===== config.mk =====
export PLATFORM = sky130hd
export DESIGN_NAME = dmas_slice
export DESIGN_NICKNAME = d
export VERILOG_FILES = /design/src/rtl/dmas_pkg.sv /design/src/rtl/dmas_slice.sv /design/src/rtl/dmas_lane_alu.sv
export SDC_FILE = /design/constraint.sdc
export NUM_CORES = 2
export LEC_CHECK = 0
export BUFFER_PORTS_ARGS = -buffer_cell sky130_fd_sc_hd__buf_2
export CORE_UTILIZATION = 50
export CTS_CLUSTER_SIZE = 30
export DETAILED_ROUTE_END_ITERATION = 7
export GPL_ROUTABILITY_DRIVEN = 0
export HOLD_SLACK_MARGIN = 0.15
export PLACE_DENSITY = 0.69
export SLEW_MARGIN = 5
export SYNTH_ARGS = -nofsm -noshare
export SYNTH_HDL_FRONTEND = slang
export SYNTH_SLANG_ARGS = --single-unit

===== constraint.sdc =====
create_clock -name clk_sys_i -period 22.1 [get_ports clk_sys_i]
set_input_delay 2.21 -clock clk_sys_i [delete_from_list [all_inputs] [get_ports clk_sys_i]]
set_output_delay 2.21 -clock clk_sys_i [all_outputs]
set_load 0.02 [all_outputs]

===== src/rtl/dmas_pkg.sv =====
// Package of constants, modes and carrier structs for the multiply-accumulate slice
package dmas_pkg;

	localparam int DMAS_A_W    = 27;
	localparam int DMAS_B_W    = 18;
	localparam int DMAS_P_W    = 48;
	localparam int DMAS_X_W    = 96;
	localparam int DMAS_L2_W   = 24;
	localparam int DMAS_L4_W   = 12;
	localparam int DMAS_M_W    = DMAS_A_W + DMAS_B_W;
	localparam int DMAS_XSEG_N = DMAS_X_W / DMAS_L4_W;
	localparam logic [DMAS_P_W-1:0] DMAS_P_RST  = 48'h0000_0000_0000;
	localparam logic [DMAS_P_W-1:0] DMAS_P_ONE  = 48'h0000_0000_0001;
	localparam logic [DMAS_XSEG_N-1:0] DMAS_X_RST = 8'h00;

	typedef enum logic [1:0] {DMAS_SIMD_ONE48, DMAS_SIMD_TWO24, DMAS_SIMD_FOUR12} dmas_simd_type;
	typedef enum logic [1:0] {DMAS_XW_12, DMAS_XW_24, DMAS_XW_48, DMAS_XW_96} dmas_xw_type;
	typedef enum logic [2:0]
	{
		DMAS_OP_MAC, DMAS_OP_ADD, DMAS_OP_SUB, DMAS_OP_ACC, DMAS_OP_LOGIC, DMAS_OP_CNT_UP, DMAS_OP_CNT_DN
	} dmas_op_type;
	typedef enum logic [3:0]
	{
		DMAS_LF_AND, DMAS_LF_OR, DMAS_LF_XOR, DMAS_LF_NAND, DMAS_LF_NOR,
		DMAS_LF_XNOR, DMAS_LF_ANDN, DMAS_LF_ORN, DMAS_LF_NOTX, DMAS_LF_NOTY
	} dmas_lf_type;

	typedef struct packed {
		logic [DMAS_A_W-1:0] a;
		logic [DMAS_A_W-1:0] d;
		logic [DMAS_B_W-1:0] b;
		logic [DMAS_P_W-1:0] x;
		logic [DMAS_P_W-1:0] y;
		logic [DMAS_P_W-1:0] pattern;
		logic [DMAS_P_W-1:0] mask;
		logic                 use_pre;
		logic                 pre_sub;
		logic                 bypass;
		dmas_op_type          op;
		dmas_lf_type          lf;
		dmas_simd_type        simd;
		dmas_xw_type          xw;
	} dmas_in_type;

	typedef struct packed {
		logic [DMAS_P_W-1:0]    p;
		logic [DMAS_XSEG_N-1:0] xor_out;
		logic                   match;
		logic                   match_b;
		logic                   match_wide;
	} dmas_out_type;

endpackage : dmas_pkg


===== src/rtl/dmas_slice.sv =====
// Multiply-accumulate slice top: pre-adder, multiplier, SIMD ALU, logic unit, XOR, pattern detect
//
// Function
// RL1 - Signed 27 by 18 multiply, product added into 48-bit accumulator.
// RL2 - Multiplier bypass on demand; two 48-bit operands feed the ALU.
// RL3 - SIMD split into two 24-bit or four 12-bit lanes, no carries between.
// RL4 - Logic unit gives one of ten bitwise functions of two operands.
// RL5 - Pre-adder combines two operands ahead of the multiplier.
// RL6 - 96-bit XOR reduction, segments of 12, 24, 48 or 96 bits.
// RL7 - 48-bit pattern detector on result, match usable for rounding.
// RL8 - Pattern detector with logic unit evaluates 96-bit-wide logic functions.
// RL9 - Accumulator works as up/down counter on each enabled edge.
// RL10 - All registers on one rising clock, own enables, synchronous clear.
`timescale 1ns/1ps
module dmas_slice
	import dmas_pkg::*;
(
	input  wire logic         clk_sys_i,
	input  wire logic         resetn_i,
	input  wire logic         ce_in_i,
	input  wire logic         ce_mul_i,
	input  wire logic         ce_p_i,
	input  dmas_in_type       ctl_i,
	output dmas_out_type      res_o
);
	typedef struct packed {
		dmas_in_type          in;
		logic [DMAS_M_W-1:0]  m;
		dmas_op_type          op_m;
		logic                 byp_m;
		logic [DMAS_P_W-1:0]  x_m;
		logic [DMAS_P_W-1:0]  y_m;
		dmas_out_type         out;
	} dmas_state_type;

	dmas_state_type st_ff;
	dmas_state_type nxt_st;
	logic signed [DMAS_A_W-1:0] pre_sum;
	logic signed [DMAS_M_W-1:0] prod;
	logic [DMAS_P_W-1:0]        alu_x;
	logic [DMAS_P_W-1:0]        alu_y;
	logic                       alu_sub;
	logic [DMAS_P_W-1:0]        alu_sum;
	logic [DMAS_P_W-1:0]        lu_out;
	logic [DMAS_P_W-1:0]        res_new;
	logic [DMAS_X_W-1:0]        xcat;
	logic [DMAS_XSEG_N-1:0]     x12;
	logic [DMAS_XSEG_N-1:0]     xor_new;
	logic                       mt_new;
	logic                       mtb_new;

	// Pre-adder and signed multiplier stage
	always_comb
	begin
		pre_sum = st_ff.in.use_pre
			? (st_ff.in.pre_sub ? st_ff.in.d - st_ff.in.a : st_ff.in.d + st_ff.in.a) // RL5
			: st_ff.in.a;
		prod = pre_sum * $signed(st_ff.in.b); // RL1
	end

	// Accumulator operand select
	always_comb
	begin
		alu_sub = 1'b0;
		alu_x   = st_ff.out.p;
		alu_y   = st_ff.x_m;
		unique case (st_ff.op_m)
			DMAS_OP_MAC:
			begin
				alu_y = st_ff.byp_m ? st_ff.y_m : {{(DMAS_P_W-DMAS_M_W){st_ff.m[DMAS_M_W-1]}}, st_ff.m}; // RL1 RL2
			end
			DMAS_OP_ADD:
			begin
				alu_x = st_ff.x_m; // RL2
				alu_y = st_ff.y_m;
			end
			DMAS_OP_SUB:
			begin
				alu_x   = st_ff.x_m;
				alu_y   = st_ff.y_m;
				alu_sub = 1'b1;
			end
			DMAS_OP_ACC:    alu_y = st_ff.x_m;
			DMAS_OP_CNT_UP: alu_y = DMAS_P_ONE; // RL9
			DMAS_OP_CNT_DN:
			begin
				alu_y   = DMAS_P_ONE; // RL9
				alu_sub = 1'b1;
			end
			default:        alu_y = st_ff.y_m;
		endcase
	end

	dmas_lane_alu u_alu
	(
		.x_i   (alu_x),
		.y_i   (alu_y),
		.sub_i (alu_sub),
		.simd_i(st_ff.in.simd), // RL3
		.sum_o (alu_sum)
	);

	// Ten logic functions
	always_comb
	begin
		unique case (st_ff.in.lf) // RL4
			DMAS_LF_AND:  lu_out = st_ff.x_m & st_ff.y_m;
			DMAS_LF_OR:   lu_out = st_ff.x_m | st_ff.y_m;
			DMAS_LF_XOR:  lu_out = st_ff.x_m ^ st_ff.y_m;
			DMAS_LF_NAND: lu_out = ~(st_ff.x_m & st_ff.y_m);
			DMAS_LF_NOR:  lu_out = ~(st_ff.x_m | st_ff.y_m);
			DMAS_LF_XNOR: lu_out = ~(st_ff.x_m ^ st_ff.y_m);
			DMAS_LF_ANDN: lu_out = st_ff.x_m & ~st_ff.y_m;
			DMAS_LF_ORN:  lu_out = st_ff.x_m | ~st_ff.y_m;
			DMAS_LF_NOTX: lu_out = ~st_ff.x_m;
			DMAS_LF_NOTY: lu_out = ~st_ff.y_m;
			default:      lu_out = st_ff.x_m;
		endcase
		res_new = (st_ff.op_m == DMAS_OP_LOGIC) ? lu_out : alu_sum;
	end

	// XOR reduction over operand pair, per 12-bit segment then merged
	assign xcat = {st_ff.y_m, st_ff.x_m};
	genvar g;
	generate
		for (g = 0; g < DMAS_XSEG_N; g++)
		begin : g_xor
			assign x12[g] = ^xcat[g*DMAS_L4_W +: DMAS_L4_W]; // RL6
		end
	endgenerate

	always_comb
	begin
		xor_new = DMAS_X_RST;
		unique case (st_ff.in.xw) // RL6
			DMAS_XW_12: xor_new = x12;
			DMAS_XW_24:
			begin
				for (int k = 0; k < DMAS_XSEG_N / 2; k++)
					xor_new[k] = x12[2*k] ^ x12[2*k+1];
			end
			DMAS_XW_48:
			begin
				xor_new[0] = ^x12[3:0];
				xor_new[1] = ^x12[7:4];
			end
			DMAS_XW_96: xor_new[0] = ^x12;
		endcase
		mt_new  = ((res_new ^ st_ff.in.pattern) & ~st_ff.in.mask) == DMAS_P_RST; // RL7
		mtb_new = ((res_new ^ ~st_ff.in.pattern) & ~st_ff.in.mask) == DMAS_P_RST; // RL7
	end

	// Next state with per-stage enables
	always_comb
	begin
		nxt_st = st_ff;
		if (ce_in_i)
			nxt_st.in = ctl_i; // RL10
		if (ce_mul_i)
		begin
			nxt_st.m     = DMAS_M_W'(prod); // RL1
			nxt_st.op_m  = st_ff.in.op;
			nxt_st.byp_m = st_ff.in.bypass; // RL2
			nxt_st.x_m   = st_ff.in.x;
			nxt_st.y_m   = st_ff.in.y;
		end
		if (ce_p_i)
		begin
			nxt_st.out.p          = res_new; // RL1
			nxt_st.out.xor_out    = xor_new;
			nxt_st.out.match      = mt_new;
			nxt_st.out.match_b    = mtb_new;
			nxt_st.out.match_wide = mt_new & st_ff.out.match; // RL8
		end
	end

	always_ff @(posedge clk_sys_i)
	begin
		if (!resetn_i)
			st_ff <= '0; // RL10
		else
			st_ff <= nxt_st;
	end

	assign res_o = st_ff.out;

	a_count_up: assert property (@(posedge clk_sys_i) disable iff (!resetn_i) // RL9
		resetn_i && ce_p_i && st_ff.op_m == DMAS_OP_CNT_UP && st_ff.in.simd == DMAS_SIMD_ONE48
		|=> res_o.p == $past(res_o.p) + DMAS_P_ONE)
		else $error("counter did not increment");
	a_count_dn: assert property (@(posedge clk_sys_i) disable iff (!resetn_i) // RL9
		resetn_i && ce_p_i && st_ff.op_m == DMAS_OP_CNT_DN && st_ff.in.simd == DMAS_SIMD_ONE48
		|=> res_o.p == $past(res_o.p) - DMAS_P_ONE)
		else $error("counter did not decrement");
	a_hold_p: assert property (@(posedge clk_sys_i) disable iff (!resetn_i) // RL10
		resetn_i && !ce_p_i |=> $stable(res_o))
		else $error("result moved without enable");
	a_reset_clear: assert property (@(posedge clk_sys_i) // RL10
		!resetn_i |=> res_o.p == DMAS_P_RST)
		else $error("result not cleared by reset");
	a_bypass_add: assert property (@(posedge clk_sys_i) disable iff (!resetn_i) // RL2
		resetn_i && ce_p_i && st_ff.op_m == DMAS_OP_ADD && st_ff.in.simd == DMAS_SIMD_ONE48
		|=> res_o.p == $past(st_ff.x_m) + $past(st_ff.y_m))
		else $error("bypass add wrong");
	a_lane_isolate: assert property (@(posedge clk_sys_i) disable iff (!resetn_i) // RL3
		resetn_i && ce_p_i && st_ff.op_m == DMAS_OP_ADD && st_ff.in.simd == DMAS_SIMD_FOUR12
		|=> res_o.p[DMAS_L4_W +: DMAS_L4_W]
			== DMAS_L4_W'($past(st_ff.x_m[DMAS_L4_W +: DMAS_L4_W]) + $past(st_ff.y_m[DMAS_L4_W +: DMAS_L4_W])))
		else $error("lane carry leaked");
	a_logic_xor: assert property (@(posedge clk_sys_i) disable iff (!resetn_i) // RL4
		resetn_i && ce_p_i && st_ff.op_m == DMAS_OP_LOGIC && st_ff.in.lf == DMAS_LF_XOR
		|=> res_o.p == ($past(st_ff.x_m) ^ $past(st_ff.y_m)))
		else $error("logic xor wrong");
	a_match_det: assert property (@(posedge clk_sys_i) disable iff (!resetn_i) // RL7
		resetn_i && ce_p_i
		|=> res_o.match == ((((res_o.p ^ $past(st_ff.in.pattern)) & ~$past(st_ff.in.mask))) == DMAS_P_RST))
		else $error("pattern match wrong");
	a_xor_full: assert property (@(posedge clk_sys_i) disable iff (!resetn_i) // RL6
		resetn_i && ce_p_i && st_ff.in.xw == DMAS_XW_96 |=> res_o.xor_out[0] == ^$past(xcat))
		else $error("xor reduction wrong");
	a_match_wide: assert property (@(posedge clk_sys_i) disable iff (!resetn_i) // RL8
		resetn_i && ce_p_i |=> res_o.match_wide == (res_o.match && $past(res_o.match)))
		else $error("wide match wrong");

	c_mac:   cover property (@(posedge clk_sys_i) ce_p_i && st_ff.op_m == DMAS_OP_MAC && !st_ff.byp_m);
	c_simd4: cover property (@(posedge clk_sys_i) ce_p_i && st_ff.in.simd == DMAS_SIMD_FOUR12);
	c_match: cover property (@(posedge clk_sys_i) res_o.match);
	c_wide:  cover property (@(posedge clk_sys_i) res_o.match_wide);
endmodule : dmas_slice


===== src/rtl/dmas_lane_alu.sv =====
// SIMD adder with carries cut at lane borders
`timescale 1ns/1ps
module dmas_lane_alu
	import dmas_pkg::*;
(
	input  wire logic [DMAS_P_W-1:0] x_i,
	input  wire logic [DMAS_P_W-1:0] y_i,
	input  wire logic                sub_i,
	input  dmas_simd_type            simd_i,
	output logic      [DMAS_P_W-1:0] sum_o
);
	localparam int NSEG = DMAS_P_W / DMAS_L4_W;
	logic [NSEG:0] carry;
	logic [NSEG-1:0] brk;

	always_comb
	begin
		unique case (simd_i)
			DMAS_SIMD_TWO24:  brk = 4'h5;
			DMAS_SIMD_FOUR12: brk = 4'hF;
			default:          brk = 4'h1;
		endcase
	end

	assign carry[0] = sub_i;
	genvar g;
	generate
		for (g = 0; g < NSEG; g++)
		begin : g_seg
			logic          cin;
			logic [DMAS_L4_W:0] s;
			assign cin = brk[g] ? sub_i : carry[g]; // RL3
			assign s = {1'b0, x_i[g*DMAS_L4_W +: DMAS_L4_W]}
				+ {1'b0, (y_i[g*DMAS_L4_W +: DMAS_L4_W] ^ {DMAS_L4_W{sub_i}})}
				+ {{DMAS_L4_W{1'b0}}, cin};
			assign sum_o[g*DMAS_L4_W +: DMAS_L4_W] = s[DMAS_L4_W-1:0];
			assign carry[g+1] = s[DMAS_L4_W];
		end
	endgenerate
endmodule : dmas_lane_alu


---- Word level (Yosys, flattened, before mapping) ----
Index checks and enable logic that the tools add are counted.
cells by class
  magnitude comparators ................... 0
  shifts and indexed selects .............. 0
  div/mod/pow operators ................... 0
  add/subtract/negate cells ............... 10
  reduce and logical (&&, ||, !) cells .... 19
  equality and inequality tests ........... 20
  mux-type cells .......................... 16
  $mul .................................... 1
  bitwise logic cells ..................... 25
operators with widths
  operator                                              number
  case mux 48 bit (10 select lines)                     1
  NOT 48 bit                                            7
  bitwise AND 48 bit                                    4
  2-to-1 mux 48 bit                                     3
  case mux 48 bit (3 select lines)                      1
  bitwise XOR 48 bit                                    3
  zero test 48 bit                                      2
  OR 48 bit                                             2
  XOR reduction 12 bit                                  8
  2-to-1 mux 27 bit                                     2
  bitwise XOR 12 bit                                    4
  multiplier 27 x 18 -> 45 bit                          1
  adder 12 x 12 -> 13 bit                               3
  adder 13 x 1 -> 13 bit                                3
  adder 27 bit                                          1
  subtractor 27 bit                                     1
  equality test 4 x 3 -> 1 bit (second input constant)  4
  adder 12 x 1 -> 12 bit                                1
  adder 12 bit                                          1
  equality test 3 bit (second input constant)           3
  equality test 4 x 2 -> 1 bit (second input constant)  2
  equality test 4 bit (second input constant)           2
  case mux 4 bit (2 select lines)                       1
  XOR reduction 4 bit                                   2
  other kinds (17)                                      29
word-level totals
  word-level logic and storage cells ...... 115
  bits in read-only memories .............. 0
  latch bits .............................. 0
  memory bits (writable) .................. 0
  flip-flop bits (word level) ............. 482
  input port bits ......................... 283
  memories kept ........................... 0

---- Logic depth before layout (Yosys ltp) ----
  depth after elaboration ................. 17
  gate-level depth with buffers ........... 52

---- Hierarchy ----
From an unflattened synthesis, not the netlist that was laid out.
unflattened totals
  cells, all modules ...................... 5949
  area, all modules ....................... 51587.0 um^2
modules (own cells, without submodules)
  module         seq. area each (um^2)  area an instance (um^2)  cells an instance  times used
  dmas_slice     9649.3                 49118.4                  5636               1
  dmas_lane_alu  0.0                    2468.6                   313                1

---- Worst setup path after synthesis ----
No wires, ideal clock.
  path kind ............................... register -> register
  start ................................... reg st_ff[158] (netlist bit)
  end ..................................... reg st_ff, in the netlist res_o[0]
  buffers on the path ..................... 3
  cell stages (with the launch flop) ...... 51
  data arrival time ....................... 10811 ps
  clock period less this slack ............ 10880 ps
  path slack .............................. 11220 ps
  cells stage by stage .................... dfxtp_1 -> buf_2 -> buf_1 -> xnor2_1 -> nor2_1 -> clkbuf_1 -> nor2_1 -> a21oi_1 -> mux2i_1 -> a21oi_1 -> ha_1 -> nor2b_1 -> o2111ai_1 -> and3_1 -> nor2_1 -> nand2_1 -> nand2_1 -> a21oi_1 -> [15 not listed] -> o21ai_0 -> a31oi_1 -> nor2b_1 -> o21ai_0 -> a22oi_1 -> fa_1 -> fa_1 -> xor2_1 -> and2_1 -> a221oi_2 -> nand4_1 -> a211o_1 -> or4_1 -> a2111oi_2 -> o2111ai_1 -> nor4_1 -> nand4_1 -> o21ai_1
on the way
  cells in the longest elaborated chain, start to end .. 17
RTL lines
  what                                                                  RTL line             RTL
  start: declaration                                                    dmas_slice.sv:36     dmas_state_type st_ff;
  start signal: assignment                                              dmas_slice.sv:182    st_ff <= nxt_st;
  equality test 3 bit or equality test 3 x 2 -> 1 bit (tied branches)   dmas_slice.sv:67     unique case (st_ff.op_m)
  OR reduction 2 bit (no source line)                                   -
  case mux 48 bit (3 select lines) or 2-to-1 mux 1 bit (tied branches)  dmas_slice.sv:67
  bitwise XOR 12 bit                                                    dmas_lane_alu.sv:34  + {1'b0, (y_i[g*DMAS_L4_W +: DMAS_L4_W] ^ {DMAS_L4_W{sub_i}})}
  adder 12 x 12 -> 13 bit                                               dmas_lane_alu.sv:34
  adder 13 x 1 -> 13 bit                                                dmas_lane_alu.sv:35  + {{DMAS_L4_W{1'b0}}, cin};
  2-to-1 mux 1 bit                                                      dmas_lane_alu.sv:32  assign cin = brk[g] ? sub_i : carry[g];
  adder 13 x 1 -> 13 bit                                                dmas_lane_alu.sv:35
  2-to-1 mux 1 bit                                                      dmas_lane_alu.sv:32
  adder 13 x 1 -> 13 bit                                                dmas_lane_alu.sv:35
  2-to-1 mux 1 bit                                                      dmas_lane_alu.sv:32
  adder 12 x 1 -> 12 bit                                                dmas_lane_alu.sv:35
  2-to-1 mux 48 bit (*)                                                 dmas_slice.sv:119    res_new = (st_ff.op_m == DMAS_OP_LOGIC) ? lu_out : alu_sum;
  bitwise XOR 48 bit (*)                                                dmas_slice.sv:149    mt_new = ((res_new ^ st_ff.in.pattern) & ~st_ff.in.mask) == DMAS_P_RST;
  bitwise AND 48 bit (*)                                                dmas_slice.sv:149
  zero test 48 bit (*)                                                  dmas_slice.sv:149
  bitwise AND 1 bit (*)                                                 dmas_slice.sv:173    nxt_st.out.match_wide = mt_new & st_ff.out.match;
Every way passes the cells marked *; elsewhere a longest branch is shown, timed or not.
A chain may end at the register's enable or synchronous reset.

---- Worst setup path in the final report ----
  start ................................... reg st_ff[157] (netlist bit)
  end ..................................... reg st_ff, in the netlist res_o[0]
The elaborated chain is that of the path after synthesis.

==> out/metrics.yaml <==
critical_path:
  crit_type: "reg2reg"
  crit_slowest_cell: "buf_4"
  crit_family: "compound AO/OA/AOI/OAI gates"
  critPathMaxFanout: 89
  slowest_delay_ps: 800
  cp.arrival_ps: 14070
  crit_required_ps: 22770
  timing.critical_path.buf_inv: 1
  worst_setup_path_end_kind: "register"
  cp-start-kind: "register"
sta:
  finalHoldViolations: 0
  tns_ps: 0
  tightest_slew_ps: 1340
  max_freq_mhz: 74.6
  slew_viol_final: 0
  slew_headroom: 0.107
  fin_crit_sh: 0.606
  fin_skew_ps: 100
  post-route-min-period_ps: 13400
  rsz0062_at_grt: "false"
  finalSetupViolCount: 0
clock_network:
  cts.sinks: 482
  cts_hold_buf: 0
  clockRootBuffer: "clkbuf_16"
  tritoncts: "built"
  numCtsBuffers: 56
  ctsLongestPathBuffers: 3
  h-tree-depth: 2
  postCtsSetupRepairBufs: 0
  clk_pin_slew_ps: 70
  insertion_delay_ps: 730
  cts_resized: 0
cells_and_area:
  seq_area_um2: 9670
  multiInputGateArea_um2: 38600
  fin_nets: 7386
  drive_gt1_frac: 0.116
  instances_no_fill: 7675
  syn2layout_area_growth_pct: 7.96
  diodes: 0
  fillers: 9592
synth:
  yosysMostFrequentCell: "nor2_1"
  synthesis.area_um2: 52600
  synth_edf_count: 0
  yosysWarningCount: 0
  synth_seq_cells: 482
  synth_commonest_cells: "790 x nor2_1, 614 x inv_1, 544 x mux2i_1"
  synth.distinct_cells: 101
  synth_top_cell_area_share: 0.183
  synthFlopType: "dfxtp_1"
  syn_nets: 7321
  syn_area_per_cell_um2: 8.50
  synth.yosys.seq_area_share: 0.183
  yosysTopAreaCell: "dfxtp_1"
  async_flop_share: 0
  ys_top_cells_by_area: "dfxtp_1 18%, fa_1 18%, mux2i_1 10%"
  synthCells: 6183
global_routing:
  gr-total-overflow: 0
  antenna_found_initial: 2
  grt_max_degree: 232
  grt.total_usage: 0.336
  grt_pass1_wl_mm: 274
  grt_pass1_vias: 44500
power:
  ir_drop_mv: 0.0733
  p_leak_nw: 25.1
  powerDensity_nw_per_um2: 71.9
routing:
  via_per_inst: 6.11
  drt_iter0_markers: 6217
  vias: 46900
  detail-route-antenna-nets: 0
  dr.pass1.iters: 8
  wirelength_mm: 182
  drc_errors: 6
  wire_per_inst_um: 23.7
floorplan:
  start_util: 0.506
  io_pins: 342
  die_y_um: 326
  die_area_um2: 106000
  num_rows: 118
  die_w_um: 326
  core_area_um2: 104000
run_status:
  violations: "design-rule violations"
  run_status: "finished, violations left"
placed_design:
  dp.cells: 7570
  port-buffer-count: 341
  dpl.hpwl_mm: 139
run:
  cap_violations: 0
hold_path:
  worstHoldPathType: "reg2reg"
final cells by class:
| cell class | instances | area share |
|---|---|---|
| multi-input cells | 4650 | 0.681 |
| flip-flops and latches | 482 | 0.170 |
| repair buffers | 440 | 0.0437 |
| inverters | 618 | 0.0410 |
| well taps | 1380 | 0.0304 |
| clock buffers | 71 | 0.0268 |
| clock inverters | 34 | 0.00714 |
registers in the layout, summed over array words and instances (netlist names):
| register | flops |
|---|---|
| st_ff | 423 |
| res_o | 59 |
through the flow:
step	setup slack [ps]	instance area [um2]	hold slack [ps]	total power, mW	utilization
finish	8700	56800	473	4.08	0.546
global route	8080	56800	506	4.30	0.546
CTS	9100	56800	473	4.03	0.546
detailed placement	9180	54800	463	3.04	0.528
global placement	9500	54800	451	3.02	0.528
floorplan	11220	52600	425	2.44	-
cells by family (layout without fill, tap and decap cells):
family | Yosys count | count (layout) | synth area share
xor+xnor | 253 | 253 | 0.0432
compound gates | 1052 | 1052 | 0.133
buf+inv | 1051 | 1163 | 0.0827
flops | 482 | 482 | 0.183
mux | 630 | 630 | 0.122
fa+ha+maj | 855 | 855 | 0.272
simple gates | 1860 | 1860 | 0.163
cell usage in the layout (no fill, tap or decap), types with 19 or more instances in the layout:
cell and n:
a21oi_1 289, a22oi_1 38, and2_1 131, o221ai_1 21, nor2_1 787, nand2b_1 51, buf_2 339, a21o_1 41
mux2i_1 543, xor2_1 49, nor3_1 66, a31oi_1 24, o21a_1 35, buf_4 98, ha_1 374, nand4_1 20
or2_2 44, o22ai_1 34, nand2_1 476, and3_1 19, o21ai_0 223, clkbuf_16 57, nor2b_1 47, nor4_1 20
nand3_1 57, dfxtp_1 475, o211ai_1 30, mux2_2 83, xnor2_1 199, nor3b_1 21, inv_1 614, fa_1 481
or3_1 22, a211oi_1 57
path summary, 6_finish.rpt:
check                                from                    end  slack, ps  cells past startpoint
hold reg to reg     res_o[2]$_SDFFE_PN0P_  res_o[2]$_SDFFE_PN0P_        470                      2
setup / recovery  st_ff[157]$_SDFFE_PN0P_  res_o[0]$_SDFFE_PN0P_       8700                     49
setup reg to reg  st_ff[157]$_SDFFE_PN0P_  res_o[0]$_SDFFE_PN0P_       8700                     49
hold / removal      res_o[2]$_SDFFE_PN0P_  res_o[2]$_SDFFE_PN0P_        470                      2
layer usage:
metal / global-route usage / share of wire / wire [um]
met1: 0.462 / 0.41 / 75000
met2: 0.469 / 0.40 / 72600
met3: 0.124 / 0.14 / 25400
met4: 0.140 / 0.050 / 9110
met5: 0 / 0.00013 / 23
power breakdown:
part           switching, mW  internal, mW
sequential             0.140         0.954
combinational           1.24         0.774
clock                  0.423         0.552
total                   1.80          2.28
worst reg2reg max path: cells and delay by family (launching register included):
| family | cells | cell delay (ps) |
|---|---|---|
| muxes | 1 | 210 |
| adders and majority gates | 7 | 3420 |
| AOI/OAI and AO/OA | 22 | 4690 |
| xor gates and xnor gates | 3 | 1050 |
| and+or+nand+nor | 15 | 2690 |
| DFF | 1 | 500 |
| buffers and inverters | 1 | 800 |
(Power assumes the default switching activity.)
